File: src/common/lfo_pkg.sv
// package: register map, field layout and timing constants for the low-frequency oscillator control block
// What this block does
// - internal low-frequency oscillator nominally 80 kHz
// - bits 1:0 divide output by 8/4/2/1
// - bits 5:2 trim, 0000 fastest, 1111 slowest
// - timer two captures on falling edge
// - timer three captures on rising edge
// - capture copies count into reload registers
// - crystal mode takes input and output pins
// - rc/cap/cmos mode takes output pin only
// - external oscillator divided by eight for timers
// - divided clock synchronised, jitter one system clock period
package lfo_pkg;
  // register indices; the byte address on the bus is four times the index
  localparam logic [7:0] LFO_CTRL_IDX = 8'h86;
  localparam logic [7:0] LFO_EXT_IDX = 8'h87;
  localparam logic [7:0] LFO_TMR_IDX = 8'h88;
  localparam logic [11:0] LFO_CTRL_ADDR = {2'h0, LFO_CTRL_IDX, 2'h0};
  localparam logic [11:0] LFO_EXT_ADDR = {2'h0, LFO_EXT_IDX, 2'h0};
  localparam logic [11:0] LFO_TMR_ADDR = {2'h0, LFO_TMR_IDX, 2'h0};
  // control field positions
  localparam int LFO_EN_BIT = 7;
  localparam int LFO_RDY_BIT = 6;
  localparam int LFO_TRIM_LSB = 2;
  localparam int LFO_DIV_LSB = 0;
  localparam logic [7:0] LFO_CTRL_RESET = 8'h00;
  // divider codes
  localparam logic [1:0] LFO_DIV8 = 2'h0;
  localparam logic [1:0] LFO_DIV4 = 2'h1;
  localparam logic [1:0] LFO_DIV2 = 2'h2;
  localparam logic [1:0] LFO_DIV1 = 2'h3;
  // external oscillator mode field, bits 6:4 of the external control word
  localparam int LFO_XMODE_LSB = 4;
  localparam logic [2:0] LFO_XMODE_OFF = 3'h0;
  localparam logic [2:0] LFO_XMODE_CRYSTAL_MSB = 3'h6;
  localparam logic [6:0] LFO_EXT_RESET = 7'h00;
  // timer capture and external clock enables in the timer-mode word
  localparam int LFO_T2_CAP_BIT = 0;
  localparam int LFO_T3_CAP_BIT = 1;
  localparam int LFO_XCLK_T_BIT = 2;
  localparam int LFO_XCLK_PCA_BIT = 3;
  // timing: 80 kHz nominal at 20 MHz system clock
  localparam int LFO_SYS_HZ = 20_000_000;
  localparam int LFO_NOM_HZ = 80_000;
  localparam int LFO_HALF_BASE = LFO_SYS_HZ / (2 * LFO_NOM_HZ);
  localparam int LFO_SETTLE_US = 100;
  localparam int LFO_SETTLE_CYC = (LFO_SETTLE_US * (LFO_SYS_HZ / 1_000_000));
  localparam int LFO_TRIM_STEP = 4;
  localparam logic [1:0] LFO_RESP_OKAY = 2'h0;
  localparam logic [1:0] LFO_RESP_SLVERR = 2'h2;
  // oscillator pin claims
  typedef struct packed {
    logic in_pin;
    logic out_pin;
  } lfo_pins_s;
  // capture strobes to the timers
  typedef struct packed {
    logic t2;
    logic t3;
  } lfo_cap_s;
endpackage

File: src/rtl/lfo_top.sv
// module: low-frequency oscillator control, timer capture and external oscillator pin control
//
// The AXI4-Lite interface to the registers was chosen for this implementation.
`timescale 1ns/1ps
module lfo_top (
  input wire logic aclk, // system clock, 20 MHz
  input wire logic aresetn, // synchronous reset, active low
  input wire logic [11:0] s_axi_awaddr, // write address
  input wire logic s_axi_awvalid, // write address valid
  output logic s_axi_awready, // write address ready
  input wire logic [31:0] s_axi_wdata, // write data
  input wire logic [3:0] s_axi_wstrb, // write strobes
  input wire logic s_axi_wvalid, // write data valid
  output logic s_axi_wready, // write data ready
  output logic [1:0] s_axi_bresp, // write response
  output logic s_axi_bvalid, // write response valid
  input wire logic s_axi_bready, // write response ready
  input wire logic [11:0] s_axi_araddr, // read address
  input wire logic s_axi_arvalid, // read address valid
  output logic s_axi_arready, // read address ready
  output logic [31:0] s_axi_rdata, // read data
  output logic [1:0] s_axi_rresp, // read response
  output logic s_axi_rvalid, // read valid
  input wire logic s_axi_rready, // read ready
  input wire logic [15:0] timer2_count, // timer two count high:low
  input wire logic [15:0] timer3_count, // timer three count high:low
  input wire logic ext_osc_in, // external oscillator level from pin
  output logic [15:0] timer2_reload, // timer two reload high:low
  output logic [15:0] timer3_reload, // timer three reload high:low
  output lfo_pkg::lfo_cap_s capture, // capture strobes, one cycle
  output lfo_pkg::lfo_pins_s pin_claim, // pins taken by the external oscillator
  output logic lf_clk_out, // divided low-frequency clock
  output logic xclk_timer_tick, // external/8 tick for the timers
  output logic xclk_pca_tick // external/8 tick for the counter array
);
  //////////////////////////////////////////////////////////////////////////////
  // registers
  logic lf_oscillator_enable_reg; // enable bit
  logic [3:0] lf_frequency_trim_reg; // trim field
  logic [1:0] lf_divider_select_reg; // divider code
  logic lf_oscillator_ready_reg; // stabilised flag
  logic [6:0] ext_ctrl_reg; // external oscillator mode and range
  logic [3:0] tmr_mode_reg; // capture and clock-source enables
  logic [15:0] settle_reg; // settling counter
  logic [7:0] osc_cnt_reg; // half-period counter of the oscillator model
  logic osc_reg; // raw oscillator output
  logic [2:0] div_reg; // post divider
  logic lf_clk_reg; // divided clock
  logic lf_clk_d_reg; // previous divided clock for edges
  logic [15:0] t2_rl_reg; // timer two reload copy
  logic [15:0] t3_rl_reg; // timer three reload copy
  lfo_pkg::lfo_cap_s cap_reg; // capture strobes
  lfo_pkg::lfo_pins_s pins_reg; // pin claims
  logic xt_reg; // timer tick
  logic xp_reg; // counter array tick
  logic xtick; // raw tick from divider
  logic [7:0] half_next; // trimmed half period

  //////////////////////////////////////////////////////////////////////////////
  // axi4-lite slave: accepts address and data in any order, answers both
  logic aw_got_reg; // address captured
  logic w_got_reg; // data captured
  logic [11:0] aw_reg; // held write address
  logic [31:0] wd_reg; // held write data
  logic [3:0] ws_reg; // held strobes
  logic bvalid_reg; // write response valid
  logic [1:0] bresp_reg; // write response code
  logic arready_reg; // read address ready
  logic rvalid_reg; // read valid
  logic [31:0] rdata_reg; // read data
  logic [1:0] rresp_reg; // read response code
  logic wr_go; // both halves present
  logic [31:0] rd_word; // combinational read mux
  logic rd_ok; // read address mapped

  assign wr_go = aw_got_reg && w_got_reg && !bvalid_reg;

  // a control write that clears the enable drops ready on the same edge, so ready never outlives enable
  logic ctrl_off_wr; // this edge's write turns the oscillator off
  assign ctrl_off_wr = wr_go && ws_reg[0] && aw_reg == lfo_pkg::LFO_CTRL_ADDR && !wd_reg[lfo_pkg::LFO_EN_BIT];

  // capture write address and data independently
  always_ff @(posedge aclk) begin
    if (!aresetn) begin
      aw_got_reg <= 1'b0;
      w_got_reg <= 1'b0;
      aw_reg <= 12'h000;
      wd_reg <= 32'h0000_0000;
      ws_reg <= 4'h0;
    end else if (wr_go) begin
      aw_got_reg <= 1'b0;
      w_got_reg <= 1'b0;
    end else begin
      if (s_axi_awvalid && !aw_got_reg) begin
        aw_got_reg <= 1'b1;
        aw_reg <= s_axi_awaddr;
      end
      if (s_axi_wvalid && !w_got_reg) begin
        w_got_reg <= 1'b1;
        wd_reg <= s_axi_wdata;
        ws_reg <= s_axi_wstrb;
      end
    end
  end
  assign s_axi_awready = !aw_got_reg;
  assign s_axi_wready = !w_got_reg;

  // write response, slverr on unmapped address
  always_ff @(posedge aclk) begin
    if (!aresetn) begin
      bvalid_reg <= 1'b0;
      bresp_reg <= lfo_pkg::LFO_RESP_OKAY;
    end else if (wr_go) begin
      bvalid_reg <= 1'b1;
      bresp_reg <= (aw_reg == lfo_pkg::LFO_CTRL_ADDR || aw_reg == lfo_pkg::LFO_EXT_ADDR ||
                    aw_reg == lfo_pkg::LFO_TMR_ADDR) ? lfo_pkg::LFO_RESP_OKAY : lfo_pkg::LFO_RESP_SLVERR;
    end else if (s_axi_bready) begin
      bvalid_reg <= 1'b0;
    end
  end
  assign s_axi_bvalid = bvalid_reg;
  assign s_axi_bresp = bresp_reg;

  // register writes; the ready bit is not writable
  always_ff @(posedge aclk) begin
    if (!aresetn) begin
      lf_oscillator_enable_reg <= lfo_pkg::LFO_CTRL_RESET[lfo_pkg::LFO_EN_BIT];
      lf_frequency_trim_reg <= lfo_pkg::LFO_CTRL_RESET[lfo_pkg::LFO_TRIM_LSB +: 4];
      lf_divider_select_reg <= lfo_pkg::LFO_CTRL_RESET[lfo_pkg::LFO_DIV_LSB +: 2];
      ext_ctrl_reg <= lfo_pkg::LFO_EXT_RESET;
      tmr_mode_reg <= 4'h0;
    end else if (wr_go && ws_reg[0]) begin
      if (aw_reg == lfo_pkg::LFO_CTRL_ADDR) begin
        lf_oscillator_enable_reg <= wd_reg[lfo_pkg::LFO_EN_BIT];
        lf_frequency_trim_reg <= wd_reg[lfo_pkg::LFO_TRIM_LSB +: 4];
        lf_divider_select_reg <= wd_reg[lfo_pkg::LFO_DIV_LSB +: 2];
      end else if (aw_reg == lfo_pkg::LFO_EXT_ADDR) begin
        ext_ctrl_reg <= wd_reg[6:0];
      end else if (aw_reg == lfo_pkg::LFO_TMR_ADDR) begin
        tmr_mode_reg <= wd_reg[3:0];
      end
    end
  end

  // read mux; unused bits read zero
  always_comb begin
    rd_word = 32'h0000_0000;
    rd_ok = 1'b1;
    case (s_axi_araddr)
      lfo_pkg::LFO_CTRL_ADDR: rd_word[7:0] = {lf_oscillator_enable_reg, lf_oscillator_ready_reg,
                                              lf_frequency_trim_reg, lf_divider_select_reg};
      lfo_pkg::LFO_EXT_ADDR: rd_word[6:0] = ext_ctrl_reg;
      lfo_pkg::LFO_TMR_ADDR: rd_word[3:0] = tmr_mode_reg;
      default: rd_ok = 1'b0;
    endcase
  end

  // read channel: one outstanding read, answer one cycle after the address
  always_ff @(posedge aclk) begin
    if (!aresetn) begin
      arready_reg <= 1'b1;
      rvalid_reg <= 1'b0;
      rdata_reg <= 32'h0000_0000;
      rresp_reg <= lfo_pkg::LFO_RESP_OKAY;
    end else if (s_axi_arvalid && arready_reg) begin
      arready_reg <= 1'b0;
      rvalid_reg <= 1'b1;
      rdata_reg <= rd_word;
      rresp_reg <= rd_ok ? lfo_pkg::LFO_RESP_OKAY : lfo_pkg::LFO_RESP_SLVERR;
    end else if (rvalid_reg && s_axi_rready) begin
      rvalid_reg <= 1'b0;
      arready_reg <= 1'b1;
    end
  end
  assign s_axi_arready = arready_reg;
  assign s_axi_rvalid = rvalid_reg;
  assign s_axi_rdata = rdata_reg;
  assign s_axi_rresp = rresp_reg;

  //////////////////////////////////////////////////////////////////////////////
  // oscillator model: a trimmed half-period counter stands in for the analog core
  // trim adds to the half period, so larger codes run slower
  assign half_next = 8'(lfo_pkg::LFO_HALF_BASE + lfo_pkg::LFO_TRIM_STEP * int'(lf_frequency_trim_reg));

  always_ff @(posedge aclk) begin
    if (!aresetn || !lf_oscillator_enable_reg) begin
      osc_cnt_reg <= 8'h00;
      osc_reg <= 1'b0;
    end else if (osc_cnt_reg >= half_next - 8'h01) begin
      osc_cnt_reg <= 8'h00;
      osc_reg <= !osc_reg;
    end else begin
      osc_cnt_reg <= osc_cnt_reg + 8'h01;
    end
  end

  // ready flag: cleared on disable, set after the settling count
  always_ff @(posedge aclk) begin
    if (!aresetn || !lf_oscillator_enable_reg || ctrl_off_wr) begin
      settle_reg <= 16'h0000;
      lf_oscillator_ready_reg <= 1'b0;
    end else if (settle_reg == 16'(lfo_pkg::LFO_SETTLE_CYC - 1)) begin
      lf_oscillator_ready_reg <= 1'b1;
    end else begin
      settle_reg <= settle_reg + 16'h0001;
    end
  end

  // post divider: toggles on raw rising edges, selected tap drives the output
  logic osc_d_reg; // previous raw oscillator level
  always_ff @(posedge aclk) begin
    if (!aresetn) begin
      osc_d_reg <= 1'b0;
      div_reg <= 3'h0;
      lf_clk_reg <= 1'b0;
    end else begin
      osc_d_reg <= osc_reg;
      if (osc_reg && !osc_d_reg) begin
        div_reg <= div_reg + 3'h1;
      end
      case (lf_divider_select_reg)
        lfo_pkg::LFO_DIV1: lf_clk_reg <= osc_reg;
        lfo_pkg::LFO_DIV2: lf_clk_reg <= div_reg[0];
        lfo_pkg::LFO_DIV4: lf_clk_reg <= div_reg[1];
        default: lf_clk_reg <= div_reg[2];
      endcase
    end
  end
  assign lf_clk_out = lf_clk_reg;

  //////////////////////////////////////////////////////////////////////////////
  // capture: falling edge for timer two, rising edge for timer three
  always_ff @(posedge aclk) begin
    if (!aresetn) begin
      lf_clk_d_reg <= 1'b0;
      cap_reg <= '0;
      t2_rl_reg <= 16'h0000;
      t3_rl_reg <= 16'h0000;
    end else begin
      lf_clk_d_reg <= lf_clk_reg;
      cap_reg.t2 <= tmr_mode_reg[lfo_pkg::LFO_T2_CAP_BIT] && lf_clk_d_reg && !lf_clk_reg;
      cap_reg.t3 <= tmr_mode_reg[lfo_pkg::LFO_T3_CAP_BIT] && !lf_clk_d_reg && lf_clk_reg;
      if (tmr_mode_reg[lfo_pkg::LFO_T2_CAP_BIT] && lf_clk_d_reg && !lf_clk_reg) begin
        t2_rl_reg <= timer2_count;
      end
      if (tmr_mode_reg[lfo_pkg::LFO_T3_CAP_BIT] && !lf_clk_d_reg && lf_clk_reg) begin
        t3_rl_reg <= timer3_count;
      end
    end
  end
  assign capture = cap_reg;
  assign timer2_reload = t2_rl_reg;
  assign timer3_reload = t3_rl_reg;

  //////////////////////////////////////////////////////////////////////////////
  // pin claims follow the external oscillator mode
  always_ff @(posedge aclk) begin
    if (!aresetn) begin
      pins_reg <= '0;
    end else begin
      pins_reg.in_pin <= (ext_ctrl_reg[lfo_pkg::LFO_XMODE_LSB +: 3] & lfo_pkg::LFO_XMODE_CRYSTAL_MSB)
                         == lfo_pkg::LFO_XMODE_CRYSTAL_MSB;
      pins_reg.out_pin <= ext_ctrl_reg[lfo_pkg::LFO_XMODE_LSB +: 3] != lfo_pkg::LFO_XMODE_OFF;
    end
  end
  assign pin_claim = pins_reg;

  // external oscillator divided by eight, gated per consumer
  lfo_xdiv u_xdiv (
    .aclk(aclk),
    .aresetn(aresetn),
    .ext_osc_in(ext_osc_in),
    .tick(xtick)
  );
  always_ff @(posedge aclk) begin
    if (!aresetn) begin
      xt_reg <= 1'b0;
      xp_reg <= 1'b0;
    end else begin
      xt_reg <= xtick && tmr_mode_reg[lfo_pkg::LFO_XCLK_T_BIT];
      xp_reg <= xtick && tmr_mode_reg[lfo_pkg::LFO_XCLK_PCA_BIT];
    end
  end
  assign xclk_timer_tick = xt_reg;
  assign xclk_pca_tick = xp_reg;

  //////////////////////////////////////////////////////////////////////////////
  // checks
  property p_rdy_clear;
    @(posedge aclk) disable iff (!aresetn) $fell(lf_oscillator_enable_reg) |-> !lf_oscillator_ready_reg;
  endproperty
  a_rdy_clear: assert property (p_rdy_clear) else $error("ready stayed up after disable");

  property p_rdy_needs_en;
    @(posedge aclk) disable iff (!aresetn) lf_oscillator_ready_reg |-> lf_oscillator_enable_reg;
  endproperty
  a_rdy_needs_en: assert property (p_rdy_needs_en) else $error("ready while disabled");

  property p_t2_fall;
    @(posedge aclk) disable iff (!aresetn) cap_reg.t2 |-> $past(lf_clk_d_reg) && !$past(lf_clk_reg);
  endproperty
  a_t2_fall: assert property (p_t2_fall) else $error("timer two capture off falling edge");

  property p_t3_rise;
    @(posedge aclk) disable iff (!aresetn) cap_reg.t3 |-> !$past(lf_clk_d_reg) && $past(lf_clk_reg);
  endproperty
  a_t3_rise: assert property (p_t3_rise) else $error("timer three capture off rising edge");

  property p_t2_copy;
    @(posedge aclk) disable iff (!aresetn) cap_reg.t2 |-> t2_rl_reg == $past(timer2_count);
  endproperty
  a_t2_copy: assert property (p_t2_copy) else $error("timer two reload not copied");

  property p_div1;
    @(posedge aclk) disable iff (!aresetn)
      lf_divider_select_reg == lfo_pkg::LFO_DIV1 && $stable(lf_divider_select_reg) |=> lf_clk_reg == $past(osc_reg);
  endproperty
  a_div1: assert property (p_div1) else $error("undivided output mismatch");

  property p_out_pin;
    @(posedge aclk) disable iff (!aresetn) pins_reg.in_pin |-> pins_reg.out_pin;
  endproperty
  a_out_pin: assert property (p_out_pin) else $error("input pin claimed without output pin");

  property p_xt_tick;
    @(posedge aclk) disable iff (!aresetn) xt_reg |-> $past(xtick) && $past(tmr_mode_reg[lfo_pkg::LFO_XCLK_T_BIT]);
  endproperty
  a_xt_tick: assert property (p_xt_tick) else $error("timer tick without cause");
endmodule

File: src/rtl/lfo_xdiv.sv
// module: synchroniser and divide-by-eight for the external oscillator timer clock
`timescale 1ns/1ps
module lfo_xdiv (
  input wire logic aclk, // system clock
  input wire logic aresetn, // synchronous reset, active low
  input wire logic ext_osc_in, // raw external oscillator level
  output logic tick // one-cycle pulse per eight external cycles
);
  logic s1_reg; // first sync stage, read only by s2
  logic s2_reg; // second sync stage
  logic s3_reg; // previous synced value for edge detect
  logic [2:0] cnt_reg; // external rising-edge count
  logic tick_reg; // registered tick

  // two-flop synchroniser; jitter is bounded to one system period by sampling
  always_ff @(posedge aclk) begin
    if (!aresetn) begin
      s1_reg <= 1'b0;
      s2_reg <= 1'b0;
      s3_reg <= 1'b0;
    end else begin
      s1_reg <= ext_osc_in;
      s2_reg <= s1_reg;
      s3_reg <= s2_reg;
    end
  end

  // count rising edges, tick on each eighth
  always_ff @(posedge aclk) begin
    if (!aresetn) begin
      cnt_reg <= 3'h0;
      tick_reg <= 1'b0;
    end else begin
      tick_reg <= 1'b0;
      if (s2_reg && !s3_reg) begin
        cnt_reg <= cnt_reg + 3'h1;
        tick_reg <= (cnt_reg == 3'h7);
      end
    end
  end
  assign tick = tick_reg;

  // a tick always follows a synced rising edge by exactly one cycle
  property p_tick_cause;
    @(posedge aclk) disable iff (!aresetn) tick_reg |-> $past(s2_reg && !s3_reg);
  endproperty
  a_tick_cause: assert property (p_tick_cause) else $error("tick without edge");
endmodule

File: config.mk
export PLATFORM = sky130hd
export DESIGN_NAME = lfo_top
export DESIGN_NICKNAME = d
export VERILOG_FILES = /design/src/common/lfo_pkg.sv /design/src/rtl/lfo_top.sv /design/src/rtl/lfo_xdiv.sv
export SDC_FILE = /design/constraint.sdc
export NUM_CORES = 1
export LEC_CHECK = 0
export ABC_AREA = 0
export BUFFER_PORTS_ARGS = -buffer_cell sky130_fd_sc_hd__clkbuf_2
export CORE_UTILIZATION = 46
export DETAILED_ROUTE_END_ITERATION = 6
export PLACE_DENSITY = 0.79
export SETUP_SLACK_MARGIN = 0.4
export SLEW_MARGIN = 20
export SYNTH_ARGS = -nofsm -noshare
export SYNTH_HDL_FRONTEND = slang
export SYNTH_HIERARCHICAL = 1
export SYNTH_SLANG_ARGS = --single-unit
export TNS_END_PERCENT = 5
File: constraint.sdc
create_clock -name aclk -period 2.1 [get_ports aclk]
set_clock_uncertainty 0.1 [all_clocks]
set_input_delay 0.105 -clock aclk [delete_from_list [all_inputs] [get_ports aclk]]
set_output_delay 0.105 -clock aclk [all_outputs]
set_load 0.1 [all_outputs]
==> results list <==
- The min-delay analysis places its worst path in the category in -> reg.
- The tool flagged a number of max-cap violations equal to 0.
- In this run the mean area of a mapped cell was 9.093 um2.
- The analysis attributes to cell leakage a power of 3.310 nW.
- Static timing analysis puts the maximum clock frequency at just under 500 MHz.
- Share of flip-flops with an asynchronous set or reset after synthesis: 0
- Register bit total from synthesis: approximately 130
* Via count of the first global-routing pass: roughly 4600
* I/O Buffers: 126
- TritonCTS sink count: approximately 130
- After legalization and detailed placement, the total HPWL measured 8556 um.
- For this run, design rule violations remaining after detail routing come to 0.
* WP data required: between 2 and 2.5 ns
* Setup TNS after final layout: 0 ns
- Entering global routing, the biggest net connects 64 pins.
- The number of antenna violations at the first check in global routing is 0.
* Routed vias/inst: approximately 4.9
- The synthesized design contains 0 enable-type register cells.
- Dominant delay contributor by cell family on the critical path: compound AO/OA/AOI/OAI gates
- Max stage delay on crit path: approximately 0.36 ns
- Traced cell by cell, the critical path runs through o31a_1 > nor2_1 > ha_1 > and3_4 > a221oi_2 > nand4_1 > buf_6 > nor2_2.
* Kind of critical path: reg -> reg
- Smallest setup slack after layout: 0.08232 ns
- Core Footprint: ~12000 um2
- Post-synth top flop: sky130_fd_sc_hd__dfxtp_1
- For this run, the total global-route usage over all layers was measured as 0.2171.
* R2R depth: 8
- Clock root cell: sky130_fd_sc_hd__clkbuf_16
* Netlist Area Pre-Place: 5719 um2
* Fraction of final layout cells sized beyond drive strength 1: 0.2389
- Arrival time reported for the critical path endpoint: around 2.3 ns
- For this run, the register share of the synthesized area comes to 0.4585.
* Post-placement worst setup slack: around 0.045 ns
- Slowest library cell on the worst path: sky130_fd_sc_hd__dfxtp_4
- Routability congestion estimate: 0.8026
- For the pin with the worst max-slew slack, the measured transition is a little under 0.8 ns.
- Commonest non-fill, non-tap cell in the layout: sky130_fd_sc_hd__nand2_1
- Kind of start point of the critical path: flip-flop
* Buffers and inverters on the worst path: 1
- Reg2reg end: osc_cnt_reg[1]
- Initial DRC count: around 210
* Slew margin rel.: 0.4711
* CTS tree: done
* Maximum clock path buffer count: 2
- Peak fanout along the critical path: 8
- Antenna cell count: 0
- In this run the horizontal extent of the chip is about 110 um.
- WL/cell: approximately 14 um
- The initial utilization of the core area, before any placement, comes to 0.4742.
- Count of distinct cell types in the synthesized netlist: 59
* Yosys warns: 6
- H-tree lvl count: 4
- Setup repair after global routing could not meet its margin everywhere.
- In this run, CTS created clock tree buffers numbering 17.
* Standard-cell rows: 40
* Min-Delay Path Depth: 4
- Number of nets in the layout: a little over 900
- Remaining Overflow, GRT: 0
* Clock Latency Late Sink: around 0.4 ns
* Count of final setup violators: 0
* Status: complete, no violations
- The floorplan step defined a die boundary enclosing 12880 um2.
* Fraction of the cycle the final worst path needs: 0.9608
* Shortest clock period the worst path allows after layout: just over 2 ns
- Top-Level Pins: 180
* Crit. End Element: flip-flop
- Clock input transition at the sequential cells of the worst setup and hold paths: 0.05 ns
* Critical register-to-register path startpoint: lf_frequency_trim_reg[0]
* Total via count after detailed routing: 4879
- Die Y-Extent: around 110 um
- Worst hold start: s_axi_araddr[0]
- The count of final hold-check violations was 0.
* Wire length of the first global-routing pass: ~22000 um
- Across the VDD grid, the largest voltage drop is 0.0004028 V.
* Number of cells produced by synthesis: roughly 630
- Detailed Route WL: 13570 um
- Fin. max-slew vios: 0
- Compared with the post-synthesis result, the final layout area differs by 34.61%.
* Number of nets still failing antenna checks after routing: 0
- In this run the register-to-register setup slack is ~0.08 ns.
- DRT Pass-1 Iters: 5
- PwrDens: 773.3 nW/um2
* Worst min-delay path endpoint: s_axi_rresp[1]
* Top library cells by usage in the layout, fill and taps aside: sky130_fd_sc_hd__nand2_1, sky130_fd_sc_hd__clkbuf_2, sky130_fd_sc_hd__dfxtp_1
[worst register-to-register path: cells and delay by family, from the launching register on]
family,cells,cell delay [ns]
compound gates,2,0.58
simple gates,4,0.50
flops,1,0.36
fa+ha+maj,1,0.24
buf+inv,1,0.17
[what timing repair did]
item,CTS,global route
gates resized for setup,10,4
hold buffers,60,0
endpoints found under the hold margin,60,0
pin swaps,10,4
endpoints found under the setup margin,25,38
buffers inserted,1,0
[report_power, final]
group	internal (mW)	leakage (nW)	total, mW	switching (mW)
logic	0.193	1.96	0.614	0.421
registers	2.52	1.06	2.55	0.0331
clock network	1.74	0.283	2.78	1.05
[logic make-up (layout without fill, tap and decap cells)]
family,after synthesis,count (layout),share of synthesized area
buffers and inverters,66,245,0.06169
xor gates and xnor gates,19,19,0.02910
AOI/OAI and AO/OA,104,104,0.1328
adders and majority gates,13,13,0.02844
DFF,131,131,0.4585
other,1,26,0.0006557
and+or+nand+nor,268,268,0.2393
muxes,27,27,0.04944
[area by class of cell]
class	count	area [um2]
repair buffers	201	1360
multi-input cells	457	2879
well taps	168	210.2
clock inverters	10	81.33
fillers	929	4363
inverters	13	48.80
clock buffers	21	481.7
flip-flops and latches	131	2638
[per-stage QoR]
step | hold WS (ns) | instance area (um2) | util | std cells | total power, mW
2_1_floorplan | 0.1208 | 5832 | - | 654 | 3.043
3_3_place_gp | 0.2271 | 6486 | 0.5378 | 909 | 3.122
3_5_place_dp | 0.2302 | 6486 | 0.5378 | 909 | 3.124
4_1_cts | 0.04790 | 7689 | 0.6374 | 1001 | 5.979
5_1_grt | 0.09373 | 7699 | 0.6383 | 1001 | 6.153
6_report | 0.05610 | 7699 | 0.6383 | 1001 | 5.953
[synth_stat cells, types with 8 or more instances]
cell type / instances / area [um2]
sky130_fd_sc_hd__xnor2_1: 10 / 87.58
sky130_fd_sc_hd__xor2_1: 9 / 78.83
sky130_fd_sc_hd__nand3_1: 19 / 95.09
sky130_fd_sc_hd__and2_1: 15 / 93.84
sky130_fd_sc_hd__and3_1: 9 / 56.30
sky130_fd_sc_hd__nand2_1: 129 / 484.2
sky130_fd_sc_hd__o21ai_0: 9 / 45.04
sky130_fd_sc_hd__a21boi_0: 53 / 397.9
sky130_fd_sc_hd__clkbuf_1: 23 / 86.33
sky130_fd_sc_hd__nor2b_1: 22 / 137.6
sky130_fd_sc_hd__mux2i_1: 26 / 260.3
sky130_fd_sc_hd__nor2_1: 28 / 105.1
sky130_fd_sc_hd__ha_1: 13 / 162.7
sky130_fd_sc_hd__a21oi_1: 8 / 40.04
sky130_fd_sc_hd__buf_4: 27 / 202.7
sky130_fd_sc_hd__dfxtp_1: 131 / 2623
sky130_fd_sc_hd__inv_1: 13 / 48.80
[per-layer routing]
layer | vias to the layer above | routed length, um | track usage | share of wire
met2 | 146 | 6474 | 0.3602 | 0.48
met1 | 2230 | 6081 | 0.2672 | 0.45
met4 | 0 | 258 | 0.07807 | 0.019
met5 | - | 0 | 0 | 0
met3 | 24 | 751 | 0.06429 | 0.055
li1 | 2479 | - | - | -
[worst max-delay path by stage]
stage	start	to	slack (ns)	depth (start not counted)
2_1_floorplan	lf_frequency_trim_reg[0]	osc_cnt_reg[2]	0.09	8
3_3_place_gp	lf_frequency_trim_reg[0]	osc_cnt_reg[4]	0.09	9
3_5_place_dp	lf_frequency_trim_reg[0]	osc_cnt_reg[3]	0.05	9
4_1_cts	lf_frequency_trim_reg[2]	osc_cnt_reg[5]	0.11	8
5_1_grt	lf_frequency_trim_reg[0]	osc_cnt_reg[1]	0.006	8
6_report	lf_frequency_trim_reg[0]	osc_cnt_reg[1]	0.08	8
Power figures use the tool's default switching activity.
